===== src/frc_cfg.svh =====
`ifndef FRC_CFG_SVH
`define FRC_CFG_SVH
// Notes on behaviour
// - Focal point terminates ring into linear bus.
// - Electrical frames retimed, sent on port one.
// - Port two frames detected, sent electrically.
// - Downstream node repeats port two onward.
// - Responses travel back the same way.
// - Focal point drives both ports on failure.
// - Chain failure isolates nodes beyond fault.
// - Healthy links: ports active, faults off.
// - Show electrical receive and rate lock.
// - Show fibre frame reception.
// - Data may drop during reconfiguration.
// - Point-to-point link comes up unconfigured.
// - Idle period restarts detection, drops lock.
// - Rate found from start delimiters.
// - Lost delimiter count restarts detection.
`define FRC_CLK_HZ 25000000
`define FRC_IDLE_S 5
`define FRC_IDLE_CYC (`FRC_IDLE_S * `FRC_CLK_HZ)
`define FRC_LOST_SD_MAX 31
`define FRC_LOCK_SD 2
`define FRC_STRETCH_CYC 16'h0FFF
`define FRC_SD1 8'h10
`define FRC_SD2 8'h68
`define FRC_SD3 8'hA2
`define FRC_SD4 8'hDC
`endif


===== src/frc_pkg.sv =====
package frc_pkg;
  typedef enum logic [1:0] {FRC_SEARCH, FRC_LOCKED} frc_rate_t;
  typedef enum logic [1:0] {FRC_SRC_NONE, FRC_SRC_ELEC, FRC_SRC_P1, FRC_SRC_P2} frc_src_t;
endpackage


===== src/frc_repeater.sv =====
`timescale 1ns/100ps
`include "frc_cfg.svh"
module frc_repeater #(
  parameter int unsigned IDLE_CYC = `FRC_IDLE_CYC
) (
  input wire logic clk,
  input wire logic rst_n,
  input wire logic focal_point_select,
  input wire logic chain_end,
  input wire logic elec_valid,
  input wire logic [7:0] elec_data,
  input wire logic elec_sof,
  output logic elec_ready,
  input wire logic p1_valid,
  input wire logic [7:0] p1_data,
  input wire logic p1_sof,
  input wire logic p2_valid,
  input wire logic [7:0] p2_data,
  input wire logic p2_sof,
  input wire logic p1_light,
  input wire logic p2_light,
  input wire logic remote_fault_in,
  output logic tx_elec_valid,
  output logic [7:0] tx_elec_data,
  output logic tx_p1_valid,
  output logic [7:0] tx_p1_data,
  output logic tx_p2_valid,
  output logic [7:0] tx_p2_data,
  input wire logic tx_ready,
  output logic port_one_active,
  output logic port_two_active,
  output logic local_link_fault_indicator,
  output logic remote_link_fault_indicator,
  output logic electrical_rx_indicator,
  output logic fibre_rx_indicator,
  output logic rate_lock_indicator,
  output logic ring_redundant
);
  import frc_pkg::*;

  function automatic logic is_sd(input logic [7:0] b);
    is_sd = (b == `FRC_SD1) || (b == `FRC_SD2) || (b == `FRC_SD3) || (b == `FRC_SD4);
  endfunction

  logic ring_fail;
  logic in_valid;
  logic [7:0] in_data;
  logic in_sof;
  frc_src_t in_src;
  logic in_ready;
  logic [1:0] cnt_q, cnt_d;
  logic wr_q, wr_d, rd_q, rd_d;
  logic [7:0] dat_q [2];
  logic [7:0] dat_d [2];
  frc_src_t src_q [2];
  frc_src_t src_d [2];
  frc_rate_t rate_q, rate_d;
  logic [31:0] idle_q, idle_d;
  logic [7:0] lost_q, lost_d;
  logic [1:0] good_q, good_d;
  logic [15:0] erx_q, erx_d, frx_q, frx_d;
  logic head_valid;
  frc_src_t head_src;
  logic [7:0] head_data;

  assign ring_fail = !p1_light || !p2_light || remote_fault_in;

  // dark port words dropped
  // Input arbitration, electrical side has priority
  always_comb begin
    in_valid = 1'b0;
    in_data = 8'h00;
    in_sof = 1'b0;
    in_src = FRC_SRC_NONE;
    if (elec_valid) begin
      in_valid = 1'b1;
      in_data = elec_data;
      in_sof = elec_sof;
      in_src = FRC_SRC_ELEC;
    end else if (p2_valid && p2_light) begin
      in_valid = 1'b1;
      in_data = p2_data;
      in_sof = p2_sof;
      in_src = FRC_SRC_P2;
    end else if (p1_valid && p1_light) begin
      in_valid = 1'b1;
      in_data = p1_data;
      in_sof = p1_sof;
      in_src = FRC_SRC_P1;
    end
  end

  // full buffer drops fibre words
  // Fibre words arriving while the buffer is full are lost; no back-pressure on optics
  assign in_ready = (cnt_q != 2'h2);
  assign elec_ready = in_ready;
  assign head_valid = (cnt_q != 2'h0);
  assign head_src = src_q[rd_q];
  assign head_data = dat_q[rd_q];

  // Two-entry buffer next state
  always_comb begin
    cnt_d = cnt_q;
    wr_d = wr_q;
    rd_d = rd_q;
    dat_d = dat_q;
    src_d = src_q;
    if (in_valid && in_ready) begin
      dat_d[wr_q] = in_data;
      src_d[wr_q] = in_src;
      wr_d = ~wr_q;
    end
    if (head_valid && tx_ready) begin
      rd_d = ~rd_q;
    end
    cnt_d = cnt_q + {1'b0, in_valid && in_ready} - {1'b0, head_valid && tx_ready};
  end

  always_ff @(posedge clk) begin
    if (!rst_n) begin
      cnt_q <= 2'h0;
      wr_q <= 1'b0;
      rd_q <= 1'b0;
      dat_q[0] <= 8'h00;
      dat_q[1] <= 8'h00;
      src_q[0] <= FRC_SRC_NONE;
      src_q[1] <= FRC_SRC_NONE;
    end else begin
      cnt_q <= cnt_d;
      wr_q <= wr_d;
      rd_q <= rd_d;
      dat_q <= dat_d;
      src_q <= src_d;
    end
  end

  // Forwarding matrix
  always_comb begin
    tx_elec_valid = 1'b0;
    tx_p1_valid = 1'b0;
    tx_p2_valid = 1'b0;
    if (head_valid && tx_ready) begin
      case (head_src)
        FRC_SRC_ELEC: begin
          tx_p1_valid = 1'b1;
          tx_p2_valid = focal_point_select && ring_fail;
        end
        FRC_SRC_P2: begin
          tx_elec_valid = 1'b1;
          // repeat onward; blocks at focal; terminates ring
          tx_p1_valid = !focal_point_select && !chain_end;
        end
        // responses flow back via port two
        FRC_SRC_P1: begin
          tx_elec_valid = 1'b1;
          tx_p2_valid = !focal_point_select || ring_fail;
        end
        default: begin
          tx_elec_valid = 1'b0;
        end
      endcase
    end
  end

  assign tx_elec_data = head_data;
  assign tx_p1_data = head_data;
  assign tx_p2_data = head_data;

  // Rate detection and indicator stretching
  always_comb begin
    rate_d = rate_q;
    idle_d = idle_q;
    lost_d = lost_q;
    good_d = good_q;
    erx_d = (erx_q != 16'h0000) ? erx_q - 16'h0001 : 16'h0000;
    frx_d = (frx_q != 16'h0000) ? frx_q - 16'h0001 : 16'h0000;
    if (in_valid && in_ready) begin
      idle_d = 32'h00000000;
      if (in_src == FRC_SRC_ELEC) begin
        erx_d = `FRC_STRETCH_CYC;
      end else begin
        frx_d = `FRC_STRETCH_CYC;
      end
      if (in_sof) begin
        if (is_sd(in_data)) begin
          lost_d = 8'h00;
          if (good_q != 2'(`FRC_LOCK_SD)) begin
            good_d = good_q + 2'h1;
          end
          if (good_d == 2'(`FRC_LOCK_SD)) begin
            rate_d = FRC_LOCKED;
          end
        end else if (lost_q + 8'h01 >= 8'(`FRC_LOST_SD_MAX)) begin
          rate_d = FRC_SEARCH;
          lost_d = 8'h00;
          good_d = 2'h0;
        end else begin
          lost_d = lost_q + 8'h01;
        end
      end
    end else if (idle_q >= IDLE_CYC - 1) begin
      rate_d = FRC_SEARCH;
      good_d = 2'h0;
      lost_d = 8'h00;
    end else begin
      idle_d = idle_q + 32'h00000001;
    end
  end

  always_ff @(posedge clk) begin
    if (!rst_n) begin
      rate_q <= FRC_SEARCH;
      idle_q <= 32'h00000000;
      lost_q <= 8'h00;
      good_q <= 2'h0;
      erx_q <= 16'h0000;
      frx_q <= 16'h0000;
    end else begin
      rate_q <= rate_d;
      idle_q <= idle_d;
      lost_q <= lost_d;
      good_q <= good_d;
      erx_q <= erx_d;
      frx_q <= frx_d;
    end
  end

  // port active and fault indicators; link up with light alone
  assign port_one_active = p1_light;
  assign port_two_active = p2_light;
  assign local_link_fault_indicator = !p1_light || !p2_light;
  assign remote_link_fault_indicator = remote_fault_in;
  assign electrical_rx_indicator = (erx_q != 16'h0000);
  assign rate_lock_indicator = (rate_q == FRC_LOCKED);
  assign fibre_rx_indicator = (frx_q != 16'h0000);
  assign ring_redundant = focal_point_select && ring_fail;

  a_focal_both: assert property (@(posedge clk) disable iff (!rst_n)
    (tx_p1_valid && head_src == FRC_SRC_ELEC && focal_point_select && ring_fail) |-> tx_p2_valid)
    else $error("focal point did not drive both ports");
  a_no_bridge: assert property (@(posedge clk) disable iff (!rst_n)
    (focal_point_select && head_src == FRC_SRC_P2) |-> !tx_p1_valid)
    else $error("focal point bridged fibre ports");
  a_elec_fwd: assert property (@(posedge clk) disable iff (!rst_n)
    (head_valid && tx_ready && head_src == FRC_SRC_ELEC) |-> tx_p1_valid)
    else $error("electrical word not sent on port one");
  a_p2_deliver: assert property (@(posedge clk) disable iff (!rst_n)
    (head_valid && tx_ready && head_src == FRC_SRC_P2) |-> tx_elec_valid)
    else $error("port two word not delivered");
  a_fault_ind: assert property (@(posedge clk) disable iff (!rst_n)
    (p1_light && p2_light && !remote_fault_in) |-> (!local_link_fault_indicator && !remote_link_fault_indicator))
    else $error("fault shown on healthy link");
  a_idle_drop: assert property (@(posedge clk) disable iff (!rst_n)
    (idle_q >= IDLE_CYC - 1 && !in_valid) |=> !rate_lock_indicator)
    else $error("lock kept after idle");
  a_erx_ind: assert property (@(posedge clk) disable iff (!rst_n)
    (in_valid && in_ready && in_src == FRC_SRC_ELEC) |=> electrical_rx_indicator)
    else $error("electrical receive not shown");
  a_frx_ind: assert property (@(posedge clk) disable iff (!rst_n)
    (in_valid && in_ready && in_src != FRC_SRC_ELEC) |=> fibre_rx_indicator)
    else $error("fibre receive not shown");
endmodule


===== config.mk =====
export PLATFORM = sky130hd
export DESIGN_NAME = frc_repeater
export DESIGN_NICKNAME = d
export VERILOG_FILES = /design/src/frc_pkg.sv /design/src/frc_repeater.sv
export VERILOG_INCLUDE_DIRS = /design/src
export SDC_FILE = /design/constraint.sdc
export NUM_CORES = 1
export LEC_CHECK = 0
export ABC_AREA = 1
export BUFFER_PORTS_ARGS = -buffer_cell sky130_fd_sc_hd__buf_2
export CAP_MARGIN = 20
export CORE_ASPECT_RATIO = 0.75
export CORE_MARGIN = 4
export CORE_UTILIZATION = 58
export DETAILED_ROUTE_END_ITERATION = 12
export GPL_TIMING_DRIVEN = 0
export PLACE_DENSITY = 0.8
export SLEW_MARGIN = 20
export SYNTH_ARGS = -nofsm -noshare
export SYNTH_HDL_FRONTEND = slang
export SYNTH_SLANG_ARGS = --single-unit
export TNS_END_PERCENT = 30

===== constraint.sdc =====
create_clock -name clk -period 3.1 [get_ports clk]
set_input_delay 0.62 -clock clk [delete_from_list [all_inputs] [get_ports clk]]
set_output_delay 0.62 -clock clk [all_outputs]
set_load 0.01 [all_outputs]

# [After elaboration in Yosys (flattened, before gate mapping)]
# Index checks and enable logic that the tools add are counted.
[totals] output_inout_bits=36 register_bits=100
[op_classes] order_cmp=5 add_sub_neg=7 n_eq_ne=15 bitwise_logic=5 n_mux=54 reduce_logical=26
[ops] cell="$mux W16" n=6
[ops] cell="$mux W8" n=12
[ops] cell="$mux W2" n=20
[ops] cell="$add A32 B1 Y32 const B" n=1
[ops] cell="$ge A32 B27 Y1 const B" n=1
[ops] cell="$reduce_bool A16 Y1" n=2
[ops] cell="$sub A16 B1 Y16 const B" n=2
[ops] cell="$bwmux W16" n=1
[ops] cell="$eq A8 B8 Y1 const B" n=2
[ops] cell="$mux W1" n=10
[ops] cell="$add A8 B1 Y8 const B" n=1
[ops] cell="$demux W8 S1" n=1
[ops] cell="$eq A8 B5 Y1 const B" n=1
[ops] cell="$eq A8 B7 Y1 const B" n=1
[ops] cell="$ge A8 B5 Y1 const B" n=1
[ops] cell="$logic_and A1 B1 Y1" n=7
[ops] cell="$eq A2 B1 Y1 const B" n=3
[ops] cell="$eq A2 B2 Y1 const B" n=3
[ops] cell="$logic_or A1 B1 Y1" n=6
[ops] cell="$ne A2 B2 Y1 const B" n=3
[ops] cell="$bwmux W4" n=1
[ops] cell="$ge A2 B2 Y1 const B" n=2
[ops] cell="$logic_not A1 Y1" n=4
[ops] cell="$not A1 Y2" n=2
[ops] cell="other kinds (14)" n=19

# [Logic depth before layout (Yosys ltp)]
# Gate-level depths: netlist of the first run.
[logic_depth] depth_word=16 ltp_mapped=17

# [Least setup slack after synthesis of the first run]
# No wires, ideal clock.
[synth_path] kind="register to output" from="reg rd_q" to="out tx_p2_valid" n_path_buf=1 stages_incl_launch_ff=6 t_arrival_ps=1698 required_time_ps=2480 path_slack_ps=782 path_cell_list="dfxtp_1 -> clkbuf_1 -> nand2_1 -> o21ai_0 -> ha_1 -> a2111oi_0"
[synth_via] elab_chain_cells=7 word_cells_on_any_way=8 classes_between="2 x eq/ne; 5 x mux; 1 x bitwise"
[synth_lines] item="start: declaration" line_no="frc_repeater.sv:52" source="logic wr_q, wr_d, rd_q, rd_d;"
[synth_lines] item="start signal: assignment" line_no="frc_repeater.sv:131" source="rd_q <= rd_d;"
[synth_lines] item="$not A1 Y2 (not written as such) *" line_no="frc_repeater.sv:98" source="assign head_src = src_q[rd_q];"
[synth_lines] item="$mux W2 (not written as such) * (3 in series)" line_no="frc_repeater.sv:98"
[synth_lines] item="$eq A2 B2 Y1 / $eq A2 B1 Y1 (equally long branches)" line_no="frc_repeater.sv:143" source="case (head_src)"
[synth_lines] item="$pmux W1 S2 *" line_no="frc_repeater.sv:143"
[synth_lines] item="$mux W1 *" line_no="frc_repeater.sv:142" source="if (head_valid && tx_ready) begin"
[synth_lines] item="end: declaration" line_no="frc_repeater.sv:27" source="output logic tx_p2_valid,"
# Every way passes the cells marked *; elsewhere a longest branch is shown, timed or not. The select of a mux whose other input is x is not followed.

# [Final worst setup path of the first run]
# Ends and elaborated chain as after synthesis.

==> results of run 1 <==
-- worst max-delay path: stages (launching register included) --
cell and delay [ns]:
dfxtp_1 0.36, clkbuf_1 0.42, nand2_1 0.11, o21ai_0 0.18, ha_1 0.30, a2111oi_0 0.33
buf_2 0.20
-- logic make-up (layout without fill, tap and decap cells) --
| logic type | count (synthesis) | after routing | synth area share (%) |
|---|---|---|---|
| AND/OR/NAND/NOR | 347 | 347 | 29.1 |
| buffers and inverters | 149 | 236 | 12.2 |
| AO/OA/AOI/OAI | 144 | 144 | 14.3 |
| flip-flops | 99 | 99 | 37.1 |
| XOR/XNOR | 26 | 26 | 4.26 |
| adder cells (fa/ha/maj) | 13 | 13 | 3.04 |
-- power breakdown --
part / internal, W / switching (W)
Sequential: 0.00150 / 0.000163
Combinational: 0.000588 / 0.000897
Clock: 0.000705 / 0.000480
-- registers in the layout (all words and copies together) (netlist names) --
signal	count
good_q	2
src_q	4
idle_q	32
rate_q	1
cnt_q	2
dat_q	16
erx_q	16
lost_q	8
frx_q	16
rd_q	1
wr_q	1
-- cells in the final DEF (no fill, tap or decap), types with 3 or more instances in the layout --
cell and n:
a21oi_1 64, a31oi_1 4, buf_2 75, buf_4 20, clkbuf_1 14, clkbuf_16 9
clkinv_2 3, dfxtp_1 99, ha_1 13, inv_1 99, inv_2 6, nand2_1 145
nand2_2 18, nand3_1 44, nand4_1 16, nor2_1 79, nor2_2 4, nor3_1 21
nor4_1 6, o21ai_0 64, or2_2 3, xnor2_1 12, xor2_1 14
-- layout make-up --
class	instances	area, µm²
fillers	780	2840
multi-input cells	530	2710
flip-flops and latches	99	1980
inverters	110	420
repair buffers	72	360
plain buffers	39	234
clock buffers	9	225
well taps	112	140
clock inverters	6	90.1
-- metal layers --
layer	track usage (%)	vias to the layer above	share of wire, %
li1	-	2660	-
met1	30.3	2415	47
met2	39.4	142	46
met3	5.60	15	6.1
met4	6.65	0	1.1
met5	0	-	0
-- metrics by stage --
step | hold slack, ns | setup slack (ns)
floorplan | 0.408 | 0.782
global placement | 0.416 | 0.667
detailed placement | 0.421 | 0.619
CTS | 0.432 | 0.235
global route | 0.442 | 0.0509
finish | 0.430 | 0.251
-- worst max path at each step --
| stage | start | to | slack [ns] |
|---|---|---|---|
| final | rd_q | tx_p2_valid | 0.25 |
| after global routing | rd_q | tx_p2_valid | 0.05 |
| after detailed placement | rd_q | tx_p2_valid | 0.62 |
| after global placement | rst_n | idle_q[15] | 0.67 |
| after floorplan | rd_q | tx_p2_valid | 0.78 |
| after CTS | rd_q | tx_p2_valid | 0.23 |
==> flow_summary.ini, run 1 <==
[timing]
rsz0062_at_grt = false
hold_viol = 0
setup_viol_count_final = 0
timing.final.max_slew_violations = 0
worst_slew_pin_slew_ns = 0.573
clock_skew_ns = 0.00486
fin_tns_setup_ns = 0
slew_headroom_pct = 61.4
max_freq_mhz = 351
min_period_ns = 2.85
min_period_over_period_pct = 91.9

[clocking]
cts_tree = built
cts.sinks = 99
hold_buffers = 0
path_clk_slew_ns = 0.07
ctsLongestPathBuffers = 2
htree_levels = 3
insertion_delay_ns = 0.34
ctsResizeCount = 0
cts_setup_buffers = 0
cts_root_buf = clkbuf_16
numCtsBuffers = 9

[synthesis]
seq_area_frac_synth_pct = 37.1
ys_top_cells_by_count = nand2_1 (145), dfxtp_1 (99), inv_1 (99)
yosysWarnings = 0
ys_types = 44
synth_top_area_share_pct = 37.1
avgSynthCellArea_um2 = 6.88
synthFlopType = dfxtp_1
syn_nets = 829
synthArstFlopShare_pct = 0
ys_seq_elements = 99
synth_top_area_cell = dfxtp_1
netlist_instances = 778
synth_area_leaders = dfxtp_1 (37%), nand2_1 (10%), inv_1 (6.9%)
netlist_area_mm2 = 0.00535
yosys.cell_count.top_type = nand2_1
synth-edff-count = 0

[finish]
final_cells = 977
antenna_cells = 0
fin_util_pct = 68.4
fin_area_mm2 = 0.00616
nets = 912
area_growth_pct = 15.3
drive_above_1_share_pct = 17.6

[floorplanning]
row_count = 30
dieArea_mm2 = 0.0108
start_util_pct = 59.4
die_h_um = 91.2
core_area_mm2 = 0.00901
ios = 74
fp.dieW_um = 119

[routing]
drc = 0
drtIter0Drc = 319
first_pass_iters = 4
drtAntennaViolNets = 0
viasPerCell = 5.36
wl_per_cell_um = 12.9
via_count = 5232
wirelength_um = 12700

[place]
post-place-cells = 962
dpl_cell_area_mm2 = 0.00585
gp_congestion = 0.898
dp_hpwl_um = 9400
port_buffers = 72

[outcome]
status = complete, no violations

[pwr]
peakVddDrop_mv = 0.352
p_leak_nw = 2.71
power.density_mw_per_mm2 = 702
total_power_w = 0.00433

[worst_setup_path]
cp.required_ns = 2.48
reg2reg_depth = 13
critPathKind = flip-flop to output port
cp_max_fo = 10
reg2reg_setup_slack_ns = 0.84
cp-start-kind = flip-flop
critPathArrivalTime_ns = 2.23
timing.rr.end = idle_q[17]
endpoint_kind = output port
reg2reg_from = idle_q[0]

[global_route]
grt_pass1_vias = 4831
grt_max_degree = 17
antenna_found_initial = 0
grt_overflow = 0
grt_pass1_wl_um = 21300
grtUsageTotal_pct = 23.5

[min_path]
hp-class = flip-flop to flip-flop
min_path_cells = 2
hold_path_end = idle_q[28]
min-delay-start = idle_q[28]

[flow_run]
max_cap_viol_count = 0
Power figures use the tool's default switching activity.
==> inputs of run 2 (changes only) <==
--- a/config.mk
+++ b/config.mk
@@ -11,10 +11,9 @@
 export CAP_MARGIN = 20
 export CORE_ASPECT_RATIO = 0.75
 export CORE_MARGIN = 4
-export CORE_UTILIZATION = 58
+export CORE_UTILIZATION = 30
 export DETAILED_ROUTE_END_ITERATION = 12
 export GPL_TIMING_DRIVEN = 0
-export PLACE_DENSITY = 0.8
 export SLEW_MARGIN = 20
 export SYNTH_ARGS = -nofsm -noshare
 export SYNTH_HDL_FRONTEND = slang
==> run 2 against run 1 <==
  * Register-to-register slack improved by 0.06 ns
  * Sequential cell count unchanged
  * Maximum frequency decreased by 1.9%
  * Critical path depth decreased by 1
  * Core utilization decreased by 32 points
  * Power decreased by 1.4%
  * Clock skew increased by 0.0046 ns
  * Combinational power about the same
  * Non-clock buffer count unchanged
  * Sequential share of layout area decreased by 0.73 points
  * Routed wire length decreased by 0.57%
  * Critical path type unchanged
  * Largest power group unchanged
==> flow_summary.ini, run 2 (synthesis results as in run 1) <==
[outcome]
status = complete, no violations

[finish]
regMostFlops = idle_q
final_common_cell = nand2_1
drive_above_1_share_pct = 17.6
area_growth_pct = 17.9
final_cells = 1102
largest_register_ffs = 32
nets = 912
fin_area_mm2 = 0.00631
antenna_cells = 0
layout_common_cells = nand2_1 (145), inv_1 (99), dfxtp_1 (99)

[timing]
min_period_over_period_pct = 93.7
worst_slew_pin_slew_ns = 0.637
min_period_ns = 2.90
timing.hold.ws_ns = 0.428
clock_skew_ns = 0.00948
hold_viol = 0
max_freq_mhz = 344
setup_viol_count_final = 0
timing.final.max_slew_violations = 0
rsz0062_at_grt = false
fin_tns_setup_ns = 0
slew_headroom_pct = 57.4
worst_slack_ns = 0.196

[pwr]
switching_share_pct = 36.0
p_int_w = 0.00273
power_frac_seq_pct = 38.7
switching_power_w = 0.00153
peakVddDrop_mv = 0.275
combPwrFrac_pct = 34.6
power.density_mw_per_mm2 = 677
p_clk_share_pct = 26.7
p_leak_nw = 2.69

[routing]
top_layer_used = met4
m1WireLength_um = 6790
first_pass_iters = 5
wl_met3_um = 543
drtIter0Drc = 348
wirelength_um = 12600
drc = 0
drtAntennaViolNets = 0
viasPerCell = 4.58
wl_met2_um = 5160
wl_per_cell_um = 11.4
via_count = 5044

[worst_setup_path]
critPathArrivalTime_ns = 2.28
slowest_stage = clkbuf_1
endpoint_kind = output port
timing.rr.end = idle_q[17]
reg2reg_setup_slack_ns = 0.90
cp-start-kind = flip-flop
crit_chain = clkbuf_1 > o21ai_0 > ha_1 > a2111oi_0 > buf_2
slowest_delay_ns = 0.42
reg2reg_depth = 13
cp.required_ns = 2.48
cp_max_fo = 10
reg2reg_from = idle_q[0]
critPathKind = flip-flop to output port

[place]
port_buffers = 72
gp_congestion = 0.841
post-place-cells = 1086
pre_cts_ws_ns = 0.419
dp_hpwl_um = 9650
dpl_cell_area_mm2 = 0.00600

[min_path]
min_path_cells = 2
hp-class = flip-flop to flip-flop
min-delay-start = idle_q[28]
hold_path_end = idle_q[28]

[clocking]
htree_levels = 3
hold_buffers = 0
ctsLongestPathBuffers = 2
cts.sinks = 99
numCtsBuffers = 9
ctsResizeCount = 0
cts_root_buf = clkbuf_16
path_clk_slew_ns = 0.07
insertion_delay_ns = 0.34
cts_setup_buffers = 0
cts_tree = built

[floorplanning]
start_util_pct = 31.2
core_area_mm2 = 0.0171
dieArea_mm2 = 0.0201
die_h_um = 124
row_count = 41
ios = 74
fp.dieW_um = 162

[global_route]
grt_pass1_vias = 4511
grt_max_degree = 17
grt_pass1_wl_um = 21500
grtUsageTotal_pct = 12.9
antenna_found_initial = 0
grt_overflow = 0

[flow_run]
max_cap_viol_count = 0
-- run 2: cell types whose count changed in the layout (fill, tap and decap cells not counted), sizes merged --
cell / delta
clkinv: -2
clkbuf: +2
clkinvlp: +2
bufinv: -1
-- run 2: metal layers --
layer | up-vias | global-route usage [%]
li1 | 2672 | -
met1 | 2266 | 19.7
met2 | 100 | 18.3
met3 | 6 | 2.71
met4 | 0 | 3.49
met5 | - | 0
-- run 2: worst max-delay path by stage --
stage | startpoint | end | cells after the start
floorplan | rd_q | tx_p2_valid | 5
global placement | rst_n | idle_q[15] | 6
detailed placement | rst_n | idle_q[15] | 6
CTS | rd_q | tx_p2_valid | 5
global route | rd_q | tx_p2_valid | 6
finish | rd_q | tx_p2_valid | 5
-- run 2: worst max-delay path: cells and delay by family (launching register included) --
kind	cells	cell delay (ns)
DFF	1	0.36
buffers and inverters	2	0.62
adders and majority gates	1	0.33
AOI/OAI and AO/OA	2	0.64
-- run 2: final cells by class --
class	count	area, µm²
Multi-Input combinational cell	530	2710
Buffer	39	234
Fill cell	1862	10800
Tap cell	236	295
Sequential cell	99	1980
Inverter	110	420
Clock inverter	5	61.3
Timing Repair Buffer	72	360
Clock buffer	11	243
-- run 2: through the flow --
| stage | total power (W) | util, % |
|---|---|---|
| floorplan | 0.00273 | - |
| global placement | 0.00315 | 35.0 |
| detailed placement | 0.00315 | 35.0 |
| CTS | 0.00431 | 36.8 |
| global route | 0.00461 | 36.8 |
| finish | 0.00427 | 36.8 |
-- run 2: power groups by stage --
stage | combinational (W) | clock, W | sequential (W)
after detailed placement | 0.00147 | 0 | 0.00168
final | 0.00148 | 0.00114 | 0.00165
after CTS | 0.00148 | 0.00117 | 0.00165
after global routing | 0.00170 | 0.00122 | 0.00168
after floorplan | 0.00109 | 0 | 0.00164
after global placement | 0.00147 | 0 | 0.00168
